[config.mk]
export PLATFORM = sky130hd
export DESIGN_NAME = sbsr_top
export DESIGN_NICKNAME = d
export VERILOG_FILES = /design/src/common/sbsr_pkg.sv /design/src/sbsr_fifo.sv /design/src/sbsr_request.sv /design/src/sbsr_top.sv
export SDC_FILE = /design/constraint.sdc
export NUM_CORES = 1
export LEC_CHECK = 0
export ABC_AREA = 1
export BUFFER_PORTS_ARGS = -buffer_cell sky130_fd_sc_hd__buf_2
export CAP_MARGIN = 10
export CORE_ASPECT_RATIO = 1.2
export CORE_MARGIN = 2
export CORE_UTILIZATION = 35
export CTS_CLUSTER_SIZE = 8
export DETAILED_ROUTE_END_ITERATION = 6
export PLACE_DENSITY_LB_ADDON = 0.05
export SYNTH_ARGS = -nofsm -noshare
export SYNTH_HDL_FRONTEND = slang
export SYNTH_SLANG_ARGS = --single-unit
[constraint.sdc]
create_clock -name I_SYS_CLK -period 5.4 [get_ports I_SYS_CLK]
set_input_delay 1.35 -clock I_SYS_CLK [delete_from_list [all_inputs] [get_ports I_SYS_CLK]]
set_output_delay 1.35 -clock I_SYS_CLK [all_outputs]
set_load 0.01 [all_outputs]
[src/common/sbsr_pkg.sv]
// Shared constants for the status byte and service request block
package sbsr_pkg;
  // ----------------------------------------
  // Status byte bit positions
  // ----------------------------------------
  localparam int BIT_B0 = 0;
  localparam int BIT_ERR = 2;
  localparam int BIT_QUES = 3;
  localparam int BIT_MSG = 4;
  localparam int BIT_STD_EVT = 5;
  localparam int BIT_SERVICE = 6;
  localparam int BIT_B7 = 7;
  // ----------------------------------------
  // Widths, depths, reset values
  // ----------------------------------------
  localparam int SB_W = 8;
  localparam int QUES_W = 16;
  localparam int ERR_DEPTH = 10;
  localparam int OUT_DEPTH = 4;
  localparam int MSG_W = 16;
  localparam logic [7:0] SUMMARY_MASK = 8'hBF;
  localparam logic [7:0] MASK_RESET = 8'h00;
endpackage

[src/sbsr_fifo.sv]
// Simple message FIFO that drops writes when full
module sbsr_fifo #(
  parameter int WIDTH = 16,
  parameter int DEPTH = 10
) (
  input wire logic I_SYS_CLK,
  input wire logic I_RST_B,
  input wire logic i_clr,
  input wire logic i_push,
  input wire logic [WIDTH-1:0] i_data,
  input wire logic i_pop,
  output logic [WIDTH-1:0] o_data,
  output logic o_empty,
  output logic o_full
);
  localparam int AW = (DEPTH < 2) ? 1 : $clog2(DEPTH);
  localparam int CW = $clog2(DEPTH + 1);
  if (DEPTH < 1 || WIDTH < 1) begin : g_bad_size
    $error("sbsr_fifo: bad size");
  end

  logic [WIDTH-1:0] mem [DEPTH];
  logic [AW-1:0] rd_reg;
  logic [AW-1:0] wr_reg;
  logic [CW-1:0] cnt_reg;
  logic do_push;
  logic do_pop;

  // Full FIFO keeps stored entries, new ones are lost
  assign do_push = i_push && (cnt_reg != CW'(DEPTH));
  assign do_pop = i_pop && (cnt_reg != '0);
  assign o_empty = (cnt_reg == '0);
  assign o_full = (cnt_reg == CW'(DEPTH));
  assign o_data = mem[rd_reg];

  always_ff @(posedge I_SYS_CLK) begin
    if (i_clr && i_push) begin
      mem[0] <= i_data;
    end else if (do_push) begin
      mem[wr_reg] <= i_data;
    end
  end

  always_ff @(posedge I_SYS_CLK or negedge I_RST_B) begin
    if (!I_RST_B) begin
      rd_reg <= '0;
      wr_reg <= '0;
      cnt_reg <= '0;
    end else if (i_clr) begin
      // A push in the clearing cycle is kept: the set wins over the clear
      rd_reg <= '0;
      wr_reg <= (i_push && DEPTH > 1) ? AW'(1) : '0;
      cnt_reg <= i_push ? CW'(1) : '0;
    end else begin
      if (do_push) begin
        wr_reg <= (wr_reg == AW'(DEPTH - 1)) ? '0 : wr_reg + 1'b1;
      end
      if (do_pop) begin
        rd_reg <= (rd_reg == AW'(DEPTH - 1)) ? '0 : rd_reg + 1'b1;
      end
      if (do_push && !do_pop) begin
        cnt_reg <= cnt_reg + 1'b1;
      end else if (do_pop && !do_push) begin
        cnt_reg <= cnt_reg - 1'b1;
      end
    end
  end
endmodule

[src/sbsr_request.sv]
// Service request edge detect, request flag and bus line driver
module sbsr_request (
  input wire logic I_SYS_CLK,
  input wire logic I_RST_B,
  input wire logic [7:0] i_enabled,
  input wire logic i_poll,
  output logic o_req_flag,
  output logic o_srq
);
  logic [7:0] prev_reg;
  logic rise;

  assign rise = |(i_enabled & ~prev_reg);

  always_ff @(posedge I_SYS_CLK or negedge I_RST_B) begin
    if (!I_RST_B) begin
      prev_reg <= 8'h00;
    end else begin
      prev_reg <= i_enabled;
    end
  end

  // A new rise in the poll cycle wins over the poll clear
  always_ff @(posedge I_SYS_CLK or negedge I_RST_B) begin
    if (!I_RST_B) begin
      o_req_flag <= 1'b0;
      o_srq <= 1'b0;
    end else if (rise) begin
      o_req_flag <= 1'b1; // see (RL11)
      o_srq <= 1'b1;
    end else if (i_poll) begin
      o_req_flag <= 1'b0; // see (RL12)
      o_srq <= 1'b0;
    end
  end
endmodule

[src/sbsr_top.sv]
// Status byte, service request mask and message queues of the bus port
//
// Operation
// (RL1) Query responses queued; message flag while nonempty
// (RL2) Read removes message; flag clears when empty
// (RL3) Controller queries first, then reads as talker
// (RL4) Error queue holds ten entries, in order
// (RL5) Error append sets flag; empty clears it
// (RL6) Either error query read removes oldest
// (RL7) Status byte and mask are eight bits
// (RL8) Summary bits mirror inputs, never latched
// (RL9) Master summary is OR of masked bits
// (RL10) Status query returns master summary, no clear
// (RL11) Enabled summary rise sets request, asserts line
// (RL12) Serial poll returns request flag, clears it
// (RL13) New request possible after poll, same source
// (RL14) Poll leaves master summary until bits zero
// (RL15) Clear-status clears status byte bits; here the error and message bits via the queues and the request flag; a same-cycle push keeps its bit set
// (RL16) Mask written, read back, zero on reset
// (RL17) Questionable summary is OR of masked latches
// (RL18) Full error queue drops new messages
module sbsr_top #(
  parameter int MSG_W = sbsr_pkg::MSG_W,
  parameter int ERR_DEPTH = sbsr_pkg::ERR_DEPTH,
  parameter int OUT_DEPTH = sbsr_pkg::OUT_DEPTH
) (
  input wire logic I_SYS_CLK,
  input wire logic I_RST_B,
  input wire logic I_SB_B0,
  input wire logic I_SB_B7,
  input wire logic I_STANDARD_EVENT_SUMMARY_FLAG,
  input wire logic [sbsr_pkg::QUES_W-1:0] I_QUES_EVENT,
  input wire logic [sbsr_pkg::QUES_W-1:0] I_QUES_ENABLE,
  input wire logic I_RESP_PUSH,
  input wire logic [MSG_W-1:0] I_RESP_DATA,
  input wire logic I_TALK_READ,
  input wire logic I_ERR_PUSH,
  input wire logic [MSG_W-1:0] I_ERR_DATA,
  input wire logic I_ERR_READ,
  input wire logic I_STB_QUERY,
  input wire logic I_SERIAL_POLL,
  input wire logic I_CLEAR_STATUS,
  input wire logic I_MASK_WRITE,
  input wire logic [7:0] I_MASK_DATA,
  input wire logic I_MASK_QUERY,
  output logic [7:0] O_REPLY,
  output logic O_REPLY_VALID,
  output logic [MSG_W-1:0] O_MSG_DATA,
  output logic O_MSG_VALID,
  output logic [MSG_W-1:0] O_ERR_DATA,
  output logic O_ERR_VALID,
  output logic O_SRQ,
  output logic O_ERR_FULL
);
  if (ERR_DEPTH < 1 || OUT_DEPTH < 1 || MSG_W < 1) begin : g_bad_param
    $error("sbsr_top: bad parameters");
  end

  // ----------------------------------------
  // Queues
  // ----------------------------------------
  logic out_empty;
  logic err_empty;
  logic err_full;
  logic [MSG_W-1:0] out_head;
  logic [MSG_W-1:0] err_head;
  logic out_pop;
  logic err_pop;

  assign out_pop = I_TALK_READ && !out_empty; // see (RL2) (RL3)
  assign err_pop = I_ERR_READ && !err_empty; // see (RL6)

  // Output queue is flushed by clear-status: the message flag clears unless a response is pushed in that cycle
  sbsr_fifo #(.WIDTH(MSG_W), .DEPTH(OUT_DEPTH)) u_out (
    .I_SYS_CLK(I_SYS_CLK),
    .I_RST_B(I_RST_B),
    .i_clr(I_CLEAR_STATUS), // see (RL15)
    .i_push(I_RESP_PUSH), // see (RL1)
    .i_data(I_RESP_DATA),
    .i_pop(out_pop),
    .o_data(out_head),
    .o_empty(out_empty),
    .o_full()
  );

  sbsr_fifo #(.WIDTH(MSG_W), .DEPTH(ERR_DEPTH)) u_err (
    .I_SYS_CLK(I_SYS_CLK),
    .I_RST_B(I_RST_B),
    .i_clr(I_CLEAR_STATUS),
    .i_push(I_ERR_PUSH), // see (RL4) (RL18)
    .i_data(I_ERR_DATA),
    .i_pop(err_pop),
    .o_data(err_head),
    .o_empty(err_empty),
    .o_full(err_full)
  );

  // ----------------------------------------
  // Status byte and mask
  // ----------------------------------------
  logic [7:0] mask_reg;
  logic ques_summary;
  logic [7:0] status_byte;
  logic [7:0] enabled;
  logic master_summary_flag;
  logic request_service_flag;

  assign ques_summary = |(I_QUES_EVENT & I_QUES_ENABLE); // see (RL17)

  // Combinational: upstream clears show at once, no latching
  always_comb begin
    status_byte = 8'h00; // see (RL7)
    status_byte[sbsr_pkg::BIT_B0] = I_SB_B0; // see (RL8)
    status_byte[sbsr_pkg::BIT_ERR] = !err_empty; // see (RL5)
    status_byte[sbsr_pkg::BIT_QUES] = ques_summary;
    status_byte[sbsr_pkg::BIT_MSG] = !out_empty; // see (RL1)
    status_byte[sbsr_pkg::BIT_STD_EVT] = I_STANDARD_EVENT_SUMMARY_FLAG;
    status_byte[sbsr_pkg::BIT_B7] = I_SB_B7;
  end

  assign enabled = status_byte & mask_reg & sbsr_pkg::SUMMARY_MASK;
  assign master_summary_flag = |enabled; // see (RL9) (RL14)

  always_ff @(posedge I_SYS_CLK or negedge I_RST_B) begin
    if (!I_RST_B) begin
      mask_reg <= sbsr_pkg::MASK_RESET;
    end else if (I_MASK_WRITE) begin
      mask_reg <= I_MASK_DATA; // see (RL16)
    end
  end

  // ----------------------------------------
  // Service request
  // ----------------------------------------
  // Rise is tracked per enabled bit, so a polled-away request can be
  // raised again by any later rise of the same source
  // Clear-status drops a pending request along with the error and message queues
  sbsr_request u_req (
    .I_SYS_CLK(I_SYS_CLK),
    .I_RST_B(I_RST_B),
    .i_enabled(enabled),
    .i_poll(I_SERIAL_POLL || I_CLEAR_STATUS), // see (RL12) (RL13) (RL15)
    .o_req_flag(request_service_flag),
    .o_srq(O_SRQ) // see (RL11)
  );

  // ----------------------------------------
  // Replies
  // ----------------------------------------
  // Priority: serial poll, status query, mask query
  always_ff @(posedge I_SYS_CLK or negedge I_RST_B) begin
    if (!I_RST_B) begin
      O_REPLY <= 8'h00;
      O_REPLY_VALID <= 1'b0;
    end else if (I_SERIAL_POLL) begin
      O_REPLY <= {status_byte[7], request_service_flag,
        status_byte[5:0]}; // see (RL12)
      O_REPLY_VALID <= 1'b1;
    end else if (I_STB_QUERY) begin
      O_REPLY <= {status_byte[7], master_summary_flag,
        status_byte[5:0]}; // see (RL10)
      O_REPLY_VALID <= 1'b1;
    end else if (I_MASK_QUERY) begin
      O_REPLY <= mask_reg; // see (RL16)
      O_REPLY_VALID <= 1'b1;
    end else begin
      O_REPLY_VALID <= 1'b0;
    end
  end

  always_ff @(posedge I_SYS_CLK or negedge I_RST_B) begin
    if (!I_RST_B) begin
      O_MSG_DATA <= '0;
      O_MSG_VALID <= 1'b0;
      O_ERR_DATA <= '0;
      O_ERR_VALID <= 1'b0;
      O_ERR_FULL <= 1'b0;
    end else begin
      O_MSG_VALID <= out_pop;
      if (out_pop) begin
        O_MSG_DATA <= out_head;
      end
      O_ERR_VALID <= err_pop;
      if (err_pop) begin
        O_ERR_DATA <= err_head;
      end
      O_ERR_FULL <= err_full;
    end
  end
endmodule

# Word level (Yosys, flattened, before mapping)
# Memories as Yosys holds them, arrays and structs flattened. A register that Yosys moved wholly into a read port is not among the register bits.
# Index checks and enable logic that the tools add are counted.
# word_totals
inputBits,86
ff_bits,47
output_inout_bits,45
elab_cells,118
ram_bits,224
mem_count,2
# mem_list
memory,depth,word_bits,read_ports,rd_ports_with_merged_regs,write_ports,line_no,source
u_err.mem,10,16,1,1,1,sbsr_fifo.sv:22,logic [WIDTH-1:0] mem [DEPTH];
u_out.mem,4,16,1,1,1,sbsr_fifo.sv:22,
# classes
n_reduce_logical,38
add_sub_neg,8
bitwise_logic,4
muxes,45
eq_ne,7
# ops
op,count
16-bit OR reduction,3
4-bit 2-to-1 mux,10
16-bit 2-to-1 mux,2
8-bit 2-to-1 mux,3
1-bit 2-to-1 mux,20
16-bit bitwise AND,1
8-bit bitwise AND,2
2-bit 2-to-1 mux,7
"4-bit by 1-bit adder with 4-bit output, second input constant",3
"4-bit equality test, second input constant",3
1-bit logical AND,12
3-bit nonzero test,4
2-bit nonzero test,5
3-bit 2-to-1 mux,3
1-bit logical NOT,8
8-bit inverter,1
8-bit OR reduction,1
7-bit OR reduction,1
"2-bit by 1-bit adder with 2-bit output, second input constant",2
"2-bit equality test, second input constant",2
4-bit logical NOT,1
"4-bit inequality test, second input constant",1
4-bit nonzero test,1
"4-bit by 1-bit subtractor with 4-bit output, second input constant",1
5 further kinds,5

# Longest topological paths before layout
# Gate-level depths: netlist of the first run.
# depth
ltp_word,8
mapped_depth,11

# Cells and area by module
# Synthesis of the first run repeated with hierarchy kept, for this count alone.
# unflattened
cells_unflattened,1080
hier_area_um2,12480.7
# by_module_without_submodules
mod,n_inst,cells_per_inst,area_each_um2
sbsr_fifo at u_err,1,569,7078.0
sbsr_fifo at u_out,1,218,2880.3
sbsr_top,1,258,2193.4
sbsr_request,1,35,329.1

# Worst setup path before layout of the first run
# OpenSTA, ideal clock, no wires.
# synth_timing
path_kind,input to register
from,input port I_CLEAR_STATUS
to,memory u_err.mem[0][0] (enable)
path_buffers,1
t_arrival_ns,2.917
stages,3
t_required_ns,4.991
setup_slack_ns,2.074
cell_sequence,clkbuf_1 -> o21ai_0 -> nor3_1
# synth_between
elab_chain_len,5
word_cells_on_any_way,8
cone_classes,6 x mux; 2 x reduce/logical
# synth_rtl
element,line_no,source
from (decl),sbsr_top.sv:42,"input wire logic I_CLEAR_STATUS,"
1-bit logical AND (*),sbsr_fifo.sv:37,if (i_clr && i_push) begin
1-bit 2-to-1 mux,sbsr_fifo.sv:37,
1-bit 2-to-1 mux (not written as such),sbsr_fifo.sv:40,mem[wr_reg] <= i_data;
16-bit OR reduction (no line),n/a,
4-bit 2-to-1 mux (no line) or 1-bit 2-to-1 mux (tied branches),n/a,
to (decl),sbsr_fifo.sv:22,
# Every way passes the cells marked *; elsewhere a longest branch is shown, timed or not.

# Worst setup path in the final report of the first run
# layout_timing
from,input port I_CLEAR_STATUS
to,memory u_err.mem[9][10] (enable)
# The elaborated chain is that of the path after synthesis.

==> results of run 1 <==
==> metal layers <==
layer	routed length, um	vias to the layer above
met5	24	-
li1	-	3967
met2	14600	181
met3	1490	49
met4	613	4
met1	14000	3936
==> cells in the mapped netlist, drive strengths merged <==
cell type,count,area [um^2]
a21oi,58,350
edfxtp,224,6730
o21bai,1,7.51
clkinv,2,8.75
buf,33,186
nor3,7,35.0
nand2,168,661
or2,1,6.26
xor2,5,43.8
o22a,1,8.76
nand3b,1,7.51
nand3,37,190
nor2,220,843
ha,8,100
nand4,5,31.3
dfrtp,78,1950
o22ai,4,25.0
a31oi,17,106
clkbuf,12,47.6
o21ai,107,539
o221ai,2,17.5
inv,45,169
o211ai,19,143
fa,2,40.0
mux2,2,22.5
==> area by class of cell <==
class | instances | area share
flip-flops and latches | 302 | 0.593
inverters | 47 | 0.0121
multi-input cells | 665 | 0.219
clock buffers | 77 | 0.0852
repair buffers | 142 | 0.0508
well taps | 462 | 0.0395
==> final timing paths <==
path                                     to  slack (ns)  cells past startpoint
hold / removal                   O_REPLY[5]        0.50                      2
max in group asynchronous    O_MSG_DATA[12]        3.58                      2
setup reg to reg              O_ERR_DATA[1]        2.88                      6
min in group asynchronous     O_ERR_DATA[1]        0.90                      1
hold reg to reg                  O_REPLY[5]        0.50                      2
setup / recovery           u_err.mem[9][10]        2.47                      6
==> through the flow <==
step                hold slack, ns  total power, W  instances   util  cell area, um^2
finish                       0.500         0.00672       1695  0.421            14600
global route                 0.516         0.00711       1695  0.421            14600
CTS                          0.500         0.00684       1695  0.421            14600
detailed placement           0.486         0.00431       1618  0.385            13400
global placement             0.477         0.00430       1618  0.385            13400
floorplan                    0.461         0.00381       1059      -            12300
==> power by group through the flow <==
stage / logic (W) / clock network, W / registers [W]
after detailed placement: 0.00135 / 0 / 0.00296
after CTS: 0.00136 / 0.00256 / 0.00292
after global routing: 0.00151 / 0.00265 / 0.00295
after global placement: 0.00135 / 0 / 0.00296
final: 0.00132 / 0.00249 / 0.00292
after floorplan: 0.000842 / 0 / 0.00297
==> kinds of logic (layout without fill, tap and decap cells) <==
family                     after synthesis  count (layout)  synth area share
muxes                                    2               2           0.00184
DFF                                    302             302             0.707
buffers and inverters                   92             266            0.0336
adders and majority gates               10              10            0.0114
and+or+nand+nor                        439             439             0.145
AOI/OAI and AO/OA                      209             209            0.0976
xor gates and xnor gates                 5               5           0.00357
==> tightest hold or removal path, delay by kind of cell, from the launching register on <==
kind            cells  cell delay (ns)
flops               1             0.34
compound gates      1             0.07
simple gates        1             0.06
==> flow_summary.html, run 1 <==
<table>
<tr><th>Metric</th><th>Value</th></tr>
<tr><th colspan="2">Run status</th></tr>
<tr><td>Result of the run</td><td>finished, final reports clean</td></tr>
<tr><th colspan="2">Power and ir drop</th></tr>
<tr><td>Pleak</td><td>5.73 nW</td></tr>
<tr><td>Switching pwr</td><td>approximately 0.002 W</td></tr>
<tr><td>Switching Share</td><td>0.295</td></tr>
<tr><td>Power per cell area</td><td>about 460 nW/um^2</td></tr>
<tr><td>Internal Dissipation</td><td>roughly 0.0047 W</td></tr>
<tr><td>Clock group share of total power</td><td>0.370</td></tr>
<tr><td>Sequential share of power</td><td>0.434</td></tr>
<tr><td>Combinational share of power</td><td>0.196</td></tr>
<tr><td>Largest voltage drop on the vdd net</td><td>~0.21 mV</td></tr>
<tr><th colspan="2">Clocking</th></tr>
<tr><td>Deepest clock path buffer count</td><td>3</td></tr>
<tr><td>CTS tree</td><td>built</td></tr>
<tr><td>H-tree depth reported by CTS</td><td>2</td></tr>
<tr><td>Number of hold-repair buffers added at the cts stage</td><td>0</td></tr>
<tr><td>Number of buffers added by the clock tree synthesis step</td><td>43</td></tr>
<tr><td>Number of gates resized after CTS</td><td>0</td></tr>
<tr><td>Post-CTS Setup Bufs</td><td>0</td></tr>
<tr><td># clock sinks</td><td>between 300 and 400</td></tr>
<tr><td>Root Buffer</td><td>sky130_fd_sc_hd__clkbuf_16</td></tr>
<tr><td>Clock network latency to the later pin of the worst-skew pair</td><td>about 0.52 ns</td></tr>
<tr><td>Clock slew seen by the registers of the worst setup and hold paths</td><td>0.05 ns</td></tr>
<tr><th colspan="2">Placement</th></tr>
<tr><td>Dpl ws</td><td>~1.8 ns</td></tr>
<tr><td>Detailed placement HPWL</td><td>just under 20000 um</td></tr>
<tr><td>Routability cong.</td><td>between 0.7 and 0.8</td></tr>
<tr><td>Number of buffer cells added on primary ports</td><td>130</td></tr>
<tr><th colspan="2">Worst setup path</th></tr>
<tr><td>Worst path buffer plus inverter count</td><td>3</td></tr>
<tr><td>Element type at the critical path end</td><td>register</td></tr>
<tr><td>Series of cell instances along the critical path</td><td>buf_2 -&gt; inv_1 -&gt; nand2_2 -&gt; inv_1 -&gt; nand3_1 -&gt; nor2_2</td></tr>
<tr><td>Req. time, crit path</td><td>5.54 ns</td></tr>
<tr><td>Cell type with the highest occurrence count on the critical path</td><td>sky130_fd_sc_hd__inv_1</td></tr>
<tr><td>Maximum fanout count along the critical path</td><td>16</td></tr>
<tr><td>Reg-to-Reg Start</td><td>u_err.rd_reg[0]</td></tr>
<tr><td>Critical path's top delay family</td><td>simple AND/OR/NAND/NOR gates</td></tr>
<tr><td>Worst setup path startpoint</td><td>I_CLEAR_STATUS</td></tr>
<tr><td>Critical Path Max Stage Delay</td><td>0.74 ns</td></tr>
<tr><td>Critical path class</td><td>primary input to register</td></tr>
<tr><td>Slowest cell on the critical path</td><td>sky130_fd_sc_hd__nor2_2</td></tr>
<tr><td>Data arrival time of the worst path</td><td>between 3 and 4 ns</td></tr>
<tr><td>Launching element type of the critical path</td><td>primary input</td></tr>
<tr><th colspan="2">Logic synthesis</th></tr>
<tr><td>Syn_nets</td><td>between 1000 and 1500</td></tr>
<tr><td>Synthesized area per cell</td><td>11.6 um^2</td></tr>
<tr><td>Count of synthesis-stage warnings from yosys</td><td>0</td></tr>
<tr><td>Distinct cells, synth</td><td>40</td></tr>
<tr><td>Post-synthesis sequential area ratio</td><td>0.707</td></tr>
<tr><td>Seq cells post-synth</td><td>between 300 and 400</td></tr>
<tr><td>Syn Inst Count</td><td>between 1000 and 1500</td></tr>
<tr><td>Cell area after synthesis</td><td>between 10000 and 15000 um^2</td></tr>
<tr><th colspan="2">Cells and area</th></tr>
<tr><td>Ant diodes</td><td>0</td></tr>
<tr><td>Largest registers</td><td>u_err.mem (160), u_out.mem (64)</td></tr>
<tr><td>Flip-flop count of the largest register after layout</td><td>160</td></tr>
<tr><td>Top reg by flops</td><td>u_err.mem</td></tr>
<tr><td>Most frequent standard cell in the layout excluding fill and tap cells</td><td>sky130_fd_sc_hd__edfxtp_1</td></tr>
<tr><td>Highest-count cells in the layout ignoring fill and taps</td><td>sky130_fd_sc_hd__edfxtp_1, sky130_fd_sc_hd__nor2_1, sky130_fd_sc_hd__nand2_1</td></tr>
<tr><td>Combined area of the multi-input logic cells</td><td>~3200 um^2</td></tr>
<tr><td>Net total in the final layout</td><td>about 1300</td></tr>
<tr><td>Layout-stage area growth over the synthesis result</td><td>19.2%</td></tr>
<tr><td>Number of filler cells placed in the layout</td><td>roughly 3400</td></tr>
<tr><td>Total area of sequential cells</td><td>between 8000 and 9000 um^2</td></tr>
<tr><td>Proportion of layout cells with a drive suffix above 1</td><td>0.184</td></tr>
<tr><th colspan="2">Flow run</th></tr>
<tr><td>Number of violations of the max-capacitance limit</td><td>0</td></tr>
<tr><th colspan="2">Floorplan</th></tr>
<tr><td>Starting density of the core</td><td>0.353</td></tr>
<tr><td>Chip Width</td><td>175 um</td></tr>
<tr><td>Number of standard-cell rows in the floorplan</td><td>between 70 and 80</td></tr>
<tr><td>Area inside the core boundary</td><td>between 30000 and 40000 um^2</td></tr>
<tr><td>Total Die Area</td><td>between 30000 and 40000 um^2</td></tr>
<tr><td>Die extent in y</td><td>around 210 um</td></tr>
<tr><td>Num ports</td><td>around 130</td></tr>
<tr><th colspan="2">Timing</th></tr>
<tr><td>Setup TNS</td><td>0 ns</td></tr>
<tr><td>Transition at the pin with the smallest max-transition slack</td><td>around 0.98 ns</td></tr>
<tr><td>Number of hold violations in the final report</td><td>0</td></tr>
<tr><td>Worst-case headroom to the max-slew limit</td><td>0.349</td></tr>
<tr><td>PnR worst setup slack</td><td>~2.5 ns</td></tr>
<tr><td>Number of slew-limit violations in the final report</td><td>0</td></tr>
<tr><td>RSZ-0062 raised after global routing</td><td>no</td></tr>
<tr><td>Final-report setup violation count</td><td>0</td></tr>
<tr><td>Post-layout min period</td><td>about 3 ns</td></tr>
<tr><td>Share of the clock period used by the worst path after layout</td><td>0.542</td></tr>
<tr><td>Skew final</td><td>around 0.011 ns</td></tr>
<tr><td>Achievable frequency</td><td>0.342 GHz</td></tr>
<tr><th colspan="2">Detailed routing</th></tr>
<tr><td>Routed wire per std cell</td><td>~18 um</td></tr>
<tr><td>DRT iter0 DRCs</td><td>approximately 550</td></tr>
<tr><td>Average vias per placed instance</td><td>a little under 5</td></tr>
<tr><td>Via count</td><td>between 8000 and 9000</td></tr>
<tr><td>DRC errors left</td><td>0</td></tr>
<tr><td>Routed Antenna Nets</td><td>0</td></tr>
<tr><td>Number of iterations in the first detailed-routing pass</td><td>5</td></tr>
<tr><td>Post-Route WL</td><td>around 30000 um</td></tr>
<tr><th colspan="2">Min path</th></tr>
<tr><td>Class of the tightest hold or removal check</td><td>register to register</td></tr>
<tr><td>Hold path start</td><td>O_REPLY[5]</td></tr>
<tr><th colspan="2">GRT</th></tr>
<tr><td>First-pass GRT wire length</td><td>around 47000 um</td></tr>
<tr><td>M2 GR Usage</td><td>0.277</td></tr>
<tr><td>Met1 global-route usage</td><td>0.231</td></tr>
<tr><td>Peak-usage layer in the global routing report</td><td>met2</td></tr>
<tr><td>Final global-route overflow total</td><td>0</td></tr>
<tr><td>Number of global-route vias before repair</td><td>about 8000</td></tr>
<tr><td>Met3 routing resource usage after global routing</td><td>0.0309</td></tr>
<tr><td>Pin count of the biggest net entering global routing</td><td>54</td></tr>
<tr><td>Number of antenna violations at the first check in global routing</td><td>2</td></tr>
<tr><td>Total global routing track utilization</td><td>0.169</td></tr>
</table>
(Power assumes the default switching activity.)
==> run 2: changes to the inputs <==
Clock period 5.4 ns to 2.5 ns, I/O delays scaled along.
==> flow_summary.html, run 2 (synthesis results as in run 1) <==
<table>
<tr><th>Metric</th><th>Value</th></tr>
<tr><th colspan="2">Worst setup path</th></tr>
<tr><td>Element type at the critical path end</td><td>register</td></tr>
<tr><td>Req. time, crit path</td><td>2.65 ns</td></tr>
<tr><td>Launching element type of the critical path</td><td>register</td></tr>
<tr><td>Critical path class</td><td>register to register</td></tr>
<tr><td>Data arrival time of the worst path</td><td>around 2.4 ns</td></tr>
<tr><td>Maximum fanout count along the critical path</td><td>16</td></tr>
<tr><th colspan="2">GRT</th></tr>
<tr><td>Pin count of the biggest net entering global routing</td><td>65</td></tr>
<tr><td>Number of antenna violations at the first check in global routing</td><td>2</td></tr>
<tr><td>Number of global-route vias before repair</td><td>roughly 8300</td></tr>
<tr><td>Final global-route overflow total</td><td>0</td></tr>
<tr><td>Total global routing track utilization</td><td>0.172</td></tr>
<tr><td>First-pass GRT wire length</td><td>between 40000 and 50000 um</td></tr>
<tr><th colspan="2">Floorplan</th></tr>
<tr><td>Chip Width</td><td>between 150 and 200 um</td></tr>
<tr><td>Number of standard-cell rows in the floorplan</td><td>75</td></tr>
<tr><td>Num ports</td><td>131</td></tr>
<tr><td>Total Die Area</td><td>~37000 um^2</td></tr>
<tr><td>Die extent in y</td><td>roughly 210 um</td></tr>
<tr><td>Area inside the core boundary</td><td>roughly 35000 um^2</td></tr>
<tr><td>Starting density of the core</td><td>0.353</td></tr>
<tr><th colspan="2">Cells and area</th></tr>
<tr><td>Non-filler instance count after layout</td><td>1715</td></tr>
<tr><td>Layout Utilization</td><td>0.428</td></tr>
<tr><td>Ant diodes</td><td>0</td></tr>
<tr><td>Top reg by flops</td><td>u_err.mem</td></tr>
<tr><td>Proportion of layout cells with a drive suffix above 1</td><td>0.201</td></tr>
<tr><td>Number of filler cells placed in the layout</td><td>roughly 3400</td></tr>
<tr><td>Net total in the final layout</td><td>~1300</td></tr>
<tr><td>Largest registers</td><td>u_err.mem (160), u_out.mem (64)</td></tr>
<tr><td>Layout-stage area growth over the synthesis result</td><td>21.1%</td></tr>
<tr><td>Highest-count cells in the layout ignoring fill and taps</td><td>sky130_fd_sc_hd__edfxtp_1, sky130_fd_sc_hd__nor2_1, sky130_fd_sc_hd__nand2_1</td></tr>
<tr><td>Flip-flop count of the largest register after layout</td><td>160</td></tr>
<tr><td>Most frequent standard cell in the layout excluding fill and tap cells</td><td>sky130_fd_sc_hd__edfxtp_1</td></tr>
<tr><th colspan="2">Timing</th></tr>
<tr><td>Worst-case headroom to the max-slew limit</td><td>0.367</td></tr>
<tr><td>Post-layout min period</td><td>2.20 ns</td></tr>
<tr><td>Transition at the pin with the smallest max-transition slack</td><td>between 0.9 and 1 ns</td></tr>
<tr><td>Setup TNS</td><td>0 ns</td></tr>
<tr><td>Achievable frequency</td><td>between 0.4 and 0.5 GHz</td></tr>
<tr><td>Number of slew-limit violations in the final report</td><td>0</td></tr>
<tr><td>Share of the clock period used by the worst path after layout</td><td>0.878</td></tr>
<tr><td>Skew final</td><td>0.0157 ns</td></tr>
<tr><td>RSZ-0062 raised after global routing</td><td>no</td></tr>
<tr><td>Final-report setup violation count</td><td>0</td></tr>
<tr><td>Number of hold violations in the final report</td><td>0</td></tr>
<tr><th colspan="2">Detailed routing</th></tr>
<tr><td>Number of iterations in the first detailed-routing pass</td><td>4</td></tr>
<tr><td>DRC errors left</td><td>0</td></tr>
<tr><td>Routed Antenna Nets</td><td>0</td></tr>
<tr><td>Post-Route WL</td><td>between 30000 and 40000 um</td></tr>
<tr><td>Via count</td><td>around 8100</td></tr>
<tr><td>DRT iter0 DRCs</td><td>between 400 and 500</td></tr>
<tr><td>Routed wire per std cell</td><td>between 15 and 20 um</td></tr>
<tr><td>Average vias per placed instance</td><td>about 4.7</td></tr>
<tr><th colspan="2">Clocking</th></tr>
<tr><td>Clock network latency to the later pin of the worst-skew pair</td><td>roughly 0.54 ns</td></tr>
<tr><td>Clock slew seen by the registers of the worst setup and hold paths</td><td>~0.050 ns</td></tr>
<tr><td>CTS tree</td><td>built</td></tr>
<tr><td>Post-CTS Setup Bufs</td><td>0</td></tr>
<tr><td>Number of buffers added by the clock tree synthesis step</td><td>43</td></tr>
<tr><td># clock sinks</td><td>~300</td></tr>
<tr><td>Number of hold-repair buffers added at the cts stage</td><td>0</td></tr>
<tr><td>Number of gates resized after CTS</td><td>0</td></tr>
<tr><td>Deepest clock path buffer count</td><td>3</td></tr>
<tr><td>H-tree depth reported by CTS</td><td>2</td></tr>
<tr><td>Root Buffer</td><td>sky130_fd_sc_hd__clkbuf_16</td></tr>
<tr><th colspan="2">Power and ir drop</th></tr>
<tr><td>Pleak</td><td>between 5 and 6 nW</td></tr>
<tr><td>Largest voltage drop on the vdd net</td><td>a little under 0.5 mV</td></tr>
<tr><td>Power per cell area</td><td>984 nW/um^2</td></tr>
<tr><th colspan="2">Flow run</th></tr>
<tr><td>Number of violations of the max-capacitance limit</td><td>0</td></tr>
<tr><th colspan="2">Run status</th></tr>
<tr><td>Result of the run</td><td>finished, final reports clean</td></tr>
<tr><th colspan="2">Min path</th></tr>
<tr><td>Class of the tightest hold or removal check</td><td>primary input to async pin</td></tr>
<tr><th colspan="2">Placement</th></tr>
<tr><td>Routability cong.</td><td>around 0.76</td></tr>
<tr><td>Detailed placement HPWL</td><td>about 20000 um</td></tr>
<tr><td>Number of buffer cells added on primary ports</td><td>between 100 and 150</td></tr>
<tr><td>Placed insts</td><td>between 1500 and 2000</td></tr>
</table>
## run 2: changes by cell type in the layout (fill, tap and decap cells not counted), sizes merged
cell / delta
inv: +1
buf: +23
clkbuf: -5
clkinv: +1
## run 2: worst max-delay path, stage by stage, from the launching register on
cell and delay (ns):
sky130_fd_sc_hd__dfrtp_1 0.43, sky130_fd_sc_hd__nor2_4 0.24, sky130_fd_sc_hd__a21oi_4 0.11, sky130_fd_sc_hd__nand2_2 0.12, sky130_fd_sc_hd__a21oi_1 0.12, sky130_fd_sc_hd__nor3_4 0.79
## run 2: per-layer routing
metal / up-vias / share of wire / track usage
met5: - / 0.00042 / 0
met4: 2 / 0.019 / 0.0477
met3: 46 / 0.038 / 0.0289
met2: 156 / 0.48 / 0.287
met1: 3919 / 0.46 / 0.233
li1: 4016 / - / -
## run 2: path summary, 6_finish.rpt
check | from | end | slack, ns | cells after the start
max in group asynchronous | I_RST_B | O_ERR_FULL | 1.79 | 2
hold reg to reg | u_req.prev_reg[3] | u_req.o_req_flag | 0.47 | 3
setup / recovery | u_err.cnt_reg[0] | u_err.mem[0][5] | 0.30 | 5
setup reg to reg | u_err.cnt_reg[0] | u_err.mem[0][5] | 0.30 | 5
min in group I_SYS_CLK | I_RESP_DATA[2] | u_out.mem[0][2] | 0.31 | 1
hold / removal | I_RST_B | O_ERR_DATA[2] | 0.12 | 1
## run 2: report_power, final
| part | leakage (nW) | total (W) | internal [W] | switching, W |
|---|---|---|---|---|
| registers | 2.96 | 0.00625 | 0.00595 | 0.000302 |
| logic | 2.31 | 0.00300 | 0.00104 | 0.00196 |
| clock network | 0.593 | 0.00536 | 0.00328 | 0.00208 |
| total | 5.87 | 0.0146 | 0.0103 | 0.00434 |
## run 2: per-stage QoR
stage / hold WS [ns] / area (um^2) / setup WS [ns] / power, W
detailed placement: 0.468 / 13600 / 0.136 / 0.00942
global placement: 0.468 / 13600 / 0.164 / 0.00941
floorplan: 0.329 / 12300 / 0.186 / 0.00824
finish: 0.119 / 14900 / 0.304 / 0.0146
CTS: 0.131 / 14900 / 0.263 / 0.0148
global route: 0.146 / 14900 / 0.182 / 0.0155
## run 2: area by class of cell
type / instances / area [um^2] / area share
repair buffers: 165 / 966 / 0.0650
inverters: 47 / 178 / 0.0120
clock inverters: 2 / 25.0 / 0.00168
well taps: 462 / 578 / 0.0389
clock buffers: 72 / 1220 / 0.0819
multi-input cells: 665 / 3210 / 0.216
flip-flops and latches: 302 / 8680 / 0.584
==> run 3: changes to the inputs <==
Settings changed: SLEW_MARGIN set to 20, SYNTH_HIERARCHICAL set to 1.
==> flow_summary.html, run 3 <==
<table>
<tr><th>Metric</th><th>Value</th></tr>
<tr><th colspan="2">Placement</th></tr>
<tr><td>Placed insts</td><td>~1700</td></tr>
<tr><td>Number of buffer cells added on primary ports</td><td>between 100 and 150</td></tr>
<tr><td>Detailed placement HPWL</td><td>between 15000 and 20000 um</td></tr>
<tr><td>Placed instance area</td><td>13800 um^2</td></tr>
<tr><td>Routability cong.</td><td>roughly 0.76</td></tr>
<tr><th colspan="2">Worst setup path</th></tr>
<tr><td>Element type at the critical path end</td><td>register</td></tr>
<tr><td>Launching element type of the critical path</td><td>register</td></tr>
<tr><td>Reg-to-Reg Start</td><td>u_err/cnt_reg[0]</td></tr>
<tr><td>Maximum fanout count along the critical path</td><td>8</td></tr>
<tr><td>Critical path class</td><td>register to register</td></tr>
<tr><td>Req. time, crit path</td><td>2.91 ns</td></tr>
<tr><td>Worst setup path startpoint</td><td>u_err/cnt_reg[0]</td></tr>
<tr><td>Data arrival time of the worst path</td><td>2.55 ns</td></tr>
<tr><th colspan="2">GRT</th></tr>
<tr><td>Pin count of the biggest net entering global routing</td><td>43</td></tr>
<tr><td>Total global routing track utilization</td><td>0.168</td></tr>
<tr><td>Number of global-route vias before repair</td><td>8594</td></tr>
<tr><td>Number of antenna violations at the first check in global routing</td><td>2</td></tr>
<tr><td>Final global-route overflow total</td><td>0</td></tr>
<tr><td>First-pass GRT wire length</td><td>47900 um</td></tr>
<tr><th colspan="2">Floorplan</th></tr>
<tr><td>Starting density of the core</td><td>0.356</td></tr>
<tr><td>Area inside the core boundary</td><td>around 35000 um^2</td></tr>
<tr><td>Num ports</td><td>between 100 and 150</td></tr>
<tr><td>Die extent in y</td><td>approximately 210 um</td></tr>
<tr><td>Number of standard-cell rows in the floorplan</td><td>75</td></tr>
<tr><td>Total Die Area</td><td>~37000 um^2</td></tr>
<tr><td>Chip Width</td><td>176 um</td></tr>
<tr><th colspan="2">Detailed routing</th></tr>
<tr><td>DRT iter0 DRCs</td><td>432</td></tr>
<tr><td>Routed Antenna Nets</td><td>0</td></tr>
<tr><td>Via count</td><td>8362</td></tr>
<tr><td>DRC errors left</td><td>0</td></tr>
<tr><td>Post-Route WL</td><td>slightly above 30000 um</td></tr>
<tr><td>Number of iterations in the first detailed-routing pass</td><td>5</td></tr>
<tr><td>Average vias per placed instance</td><td>between 4 and 5</td></tr>
<tr><td>Routed wire per std cell</td><td>between 15 and 20 um</td></tr>
<tr><th colspan="2">Timing</th></tr>
<tr><td>Number of hold violations in the final report</td><td>0</td></tr>
<tr><td>Achievable frequency</td><td>roughly 0.47 GHz</td></tr>
<tr><td>Worst-case headroom to the max-slew limit</td><td>0.593</td></tr>
<tr><td>Share of the clock period used by the worst path after layout</td><td>0.856</td></tr>
<tr><td>RSZ-0062 raised after global routing</td><td>no</td></tr>
<tr><td>Transition at the pin with the smallest max-transition slack</td><td>roughly 0.61 ns</td></tr>
<tr><td>Final-report setup violation count</td><td>0</td></tr>
<tr><td>Post-layout min period</td><td>around 2.1 ns</td></tr>
<tr><td>Number of slew-limit violations in the final report</td><td>0</td></tr>
<tr><td>Skew final</td><td>around 0.013 ns</td></tr>
<tr><th colspan="2">Run status</th></tr>
<tr><td>Result of the run</td><td>finished, final reports clean</td></tr>
<tr><th colspan="2">Flow run</th></tr>
<tr><td>Number of violations of the max-capacitance limit</td><td>0</td></tr>
<tr><th colspan="2">Cells and area</th></tr>
<tr><td>Flip-flop count of the largest register after layout</td><td>160</td></tr>
<tr><td>Highest-count cells in the layout ignoring fill and taps</td><td>sky130_fd_sc_hd__edfxtp_1, sky130_fd_sc_hd__nand2_1, sky130_fd_sc_hd__nor2_1</td></tr>
<tr><td>Non-filler instance count after layout</td><td>approximately 1700</td></tr>
<tr><td>Layout-stage area growth over the synthesis result</td><td>20.6%</td></tr>
<tr><td>Number of filler cells placed in the layout</td><td>3428</td></tr>
<tr><td>Largest registers</td><td>u_err/mem (160), u_out/mem (64)</td></tr>
<tr><td>Layout Utilization</td><td>0.429</td></tr>
<tr><td>Design area</td><td>roughly 15000 um^2</td></tr>
<tr><td>Top reg by flops</td><td>u_err/mem</td></tr>
<tr><td>Proportion of layout cells with a drive suffix above 1</td><td>0.205</td></tr>
<tr><td>Net total in the final layout</td><td>between 1000 and 1500</td></tr>
<tr><td>Most frequent standard cell in the layout excluding fill and tap cells</td><td>sky130_fd_sc_hd__edfxtp_1</td></tr>
<tr><th colspan="2">Power and ir drop</th></tr>
<tr><td>Largest voltage drop on the vdd net</td><td>about 0.54 mV</td></tr>
<tr><td>Power per cell area</td><td>1010 nW/um^2</td></tr>
<tr><td>Pleak</td><td>about 6 nW</td></tr>
<tr><th colspan="2">Clocking</th></tr>
<tr><td>Deepest clock path buffer count</td><td>3</td></tr>
<tr><td># clock sinks</td><td>304</td></tr>
<tr><td>Clock slew seen by the registers of the worst setup and hold paths</td><td>roughly 0.050 ns</td></tr>
<tr><td>Number of buffers added by the clock tree synthesis step</td><td>between 40 and 50</td></tr>
<tr><td>H-tree depth reported by CTS</td><td>2</td></tr>
<tr><td>CTS tree</td><td>built</td></tr>
<tr><td>Number of hold-repair buffers added at the cts stage</td><td>0</td></tr>
<tr><td>Post-CTS Setup Bufs</td><td>0</td></tr>
<tr><td>Clock network latency to the later pin of the worst-skew pair</td><td>0.53 ns</td></tr>
<tr><td>Number of gates resized after CTS</td><td>0</td></tr>
<tr><td>Root Buffer</td><td>sky130_fd_sc_hd__clkbuf_16</td></tr>
<tr><th colspan="2">Logic synthesis</th></tr>
<tr><td>Synthesized area per cell</td><td>11.6 um^2</td></tr>
<tr><td>Cell area after synthesis</td><td>12500 um^2</td></tr>
<tr><td>Count of synthesis-stage warnings from yosys</td><td>6</td></tr>
<tr><td>Syn Inst Count</td><td>roughly 1100</td></tr>
<tr><th colspan="2">Min path</th></tr>
<tr><td>Class of the tightest hold or removal check</td><td>primary input to async pin</td></tr>
</table>
[run 3: path summary, 6_finish.rpt]
check                              endpoint  slack [ns]  depth (start not counted)
max                        u_err/cnt_reg[3]        0.36                         15
min                           O_MSG_DATA[5]        0.10                          1
max reg2reg                u_err/cnt_reg[3]        0.36                         15
min reg2reg                  O_ERR_DATA[15]        0.47                          2
max in group asynchronous     O_MSG_DATA[9]        1.75                          2
min in group I_SYS_CLK      u_out/mem[1][6]        0.31                          1
[run 3: cell type report]
class	count	area [um^2]	share of cell area
flip-flops and latches	304	8730	0.580
multi-input cells	660	3270	0.217
clock buffers	74	1190	0.0793
repair buffers	166	986	0.0655
well taps	462	578	0.0384
inverters	71	280	0.0186
clock inverters	1	8.76	0.000582
diodes	1	2.50	0.000166
[run 3: metrics by stage]
step	power (W)	TNS (ns)	setup slack, ns	hold WS, ns
4_1_cts	0.0154	0	0.358	0.104
5_1_grt	0.0161	0	0.104	0.123
3_3_place_gp	0.0101	0	0.343	0.458
3_5_place_dp	0.0101	0	0.289	0.460
6_report	0.0151	0	0.360	0.103
2_1_floorplan	0.00879	-4.60	-0.144	0.329
[run 3: report_power, final]
part | switching, W | internal, W
registers | 0.000287 | 0.00600
clock network | 0.00202 | 0.00319
logic | 0.00238 | 0.00126
[run 3: metal layers]
metal  vias to the layer above  part of all wire  routed length [um]  GRT usage
li1                       4086                 -                   -          -
met1                      4047              0.44               13600      0.217
met2                       176              0.49               15200      0.288
met3                        53             0.043                1340     0.0302
met4                         0             0.021                 654     0.0510
met5                         -                 0                   0          0
[run 3: worst max-delay path, cell delays in order, from the launching register on]
cell and delay [ns]:
sky130_fd_sc_hd__dfrtp_1 0.43, sky130_fd_sc_hd__nor2_4 0.17, sky130_fd_sc_hd__nand2_1 0.10, sky130_fd_sc_hd__inv_1 0.09
sky130_fd_sc_hd__inv_2 0.04, sky130_fd_sc_hd__nand2_2 0.06, sky130_fd_sc_hd__inv_2 0.04, sky130_fd_sc_hd__nand2_2 0.08
sky130_fd_sc_hd__nand2_2 0.12, sky130_fd_sc_hd__ha_1 0.34, sky130_fd_sc_hd__a21oi_1 0.19, sky130_fd_sc_hd__nand3_1 0.11
sky130_fd_sc_hd__nand2_1 0.08, sky130_fd_sc_hd__nand2_1 0.05, sky130_fd_sc_hd__nand3_1 0.08, sky130_fd_sc_hd__nand2_1 0.05
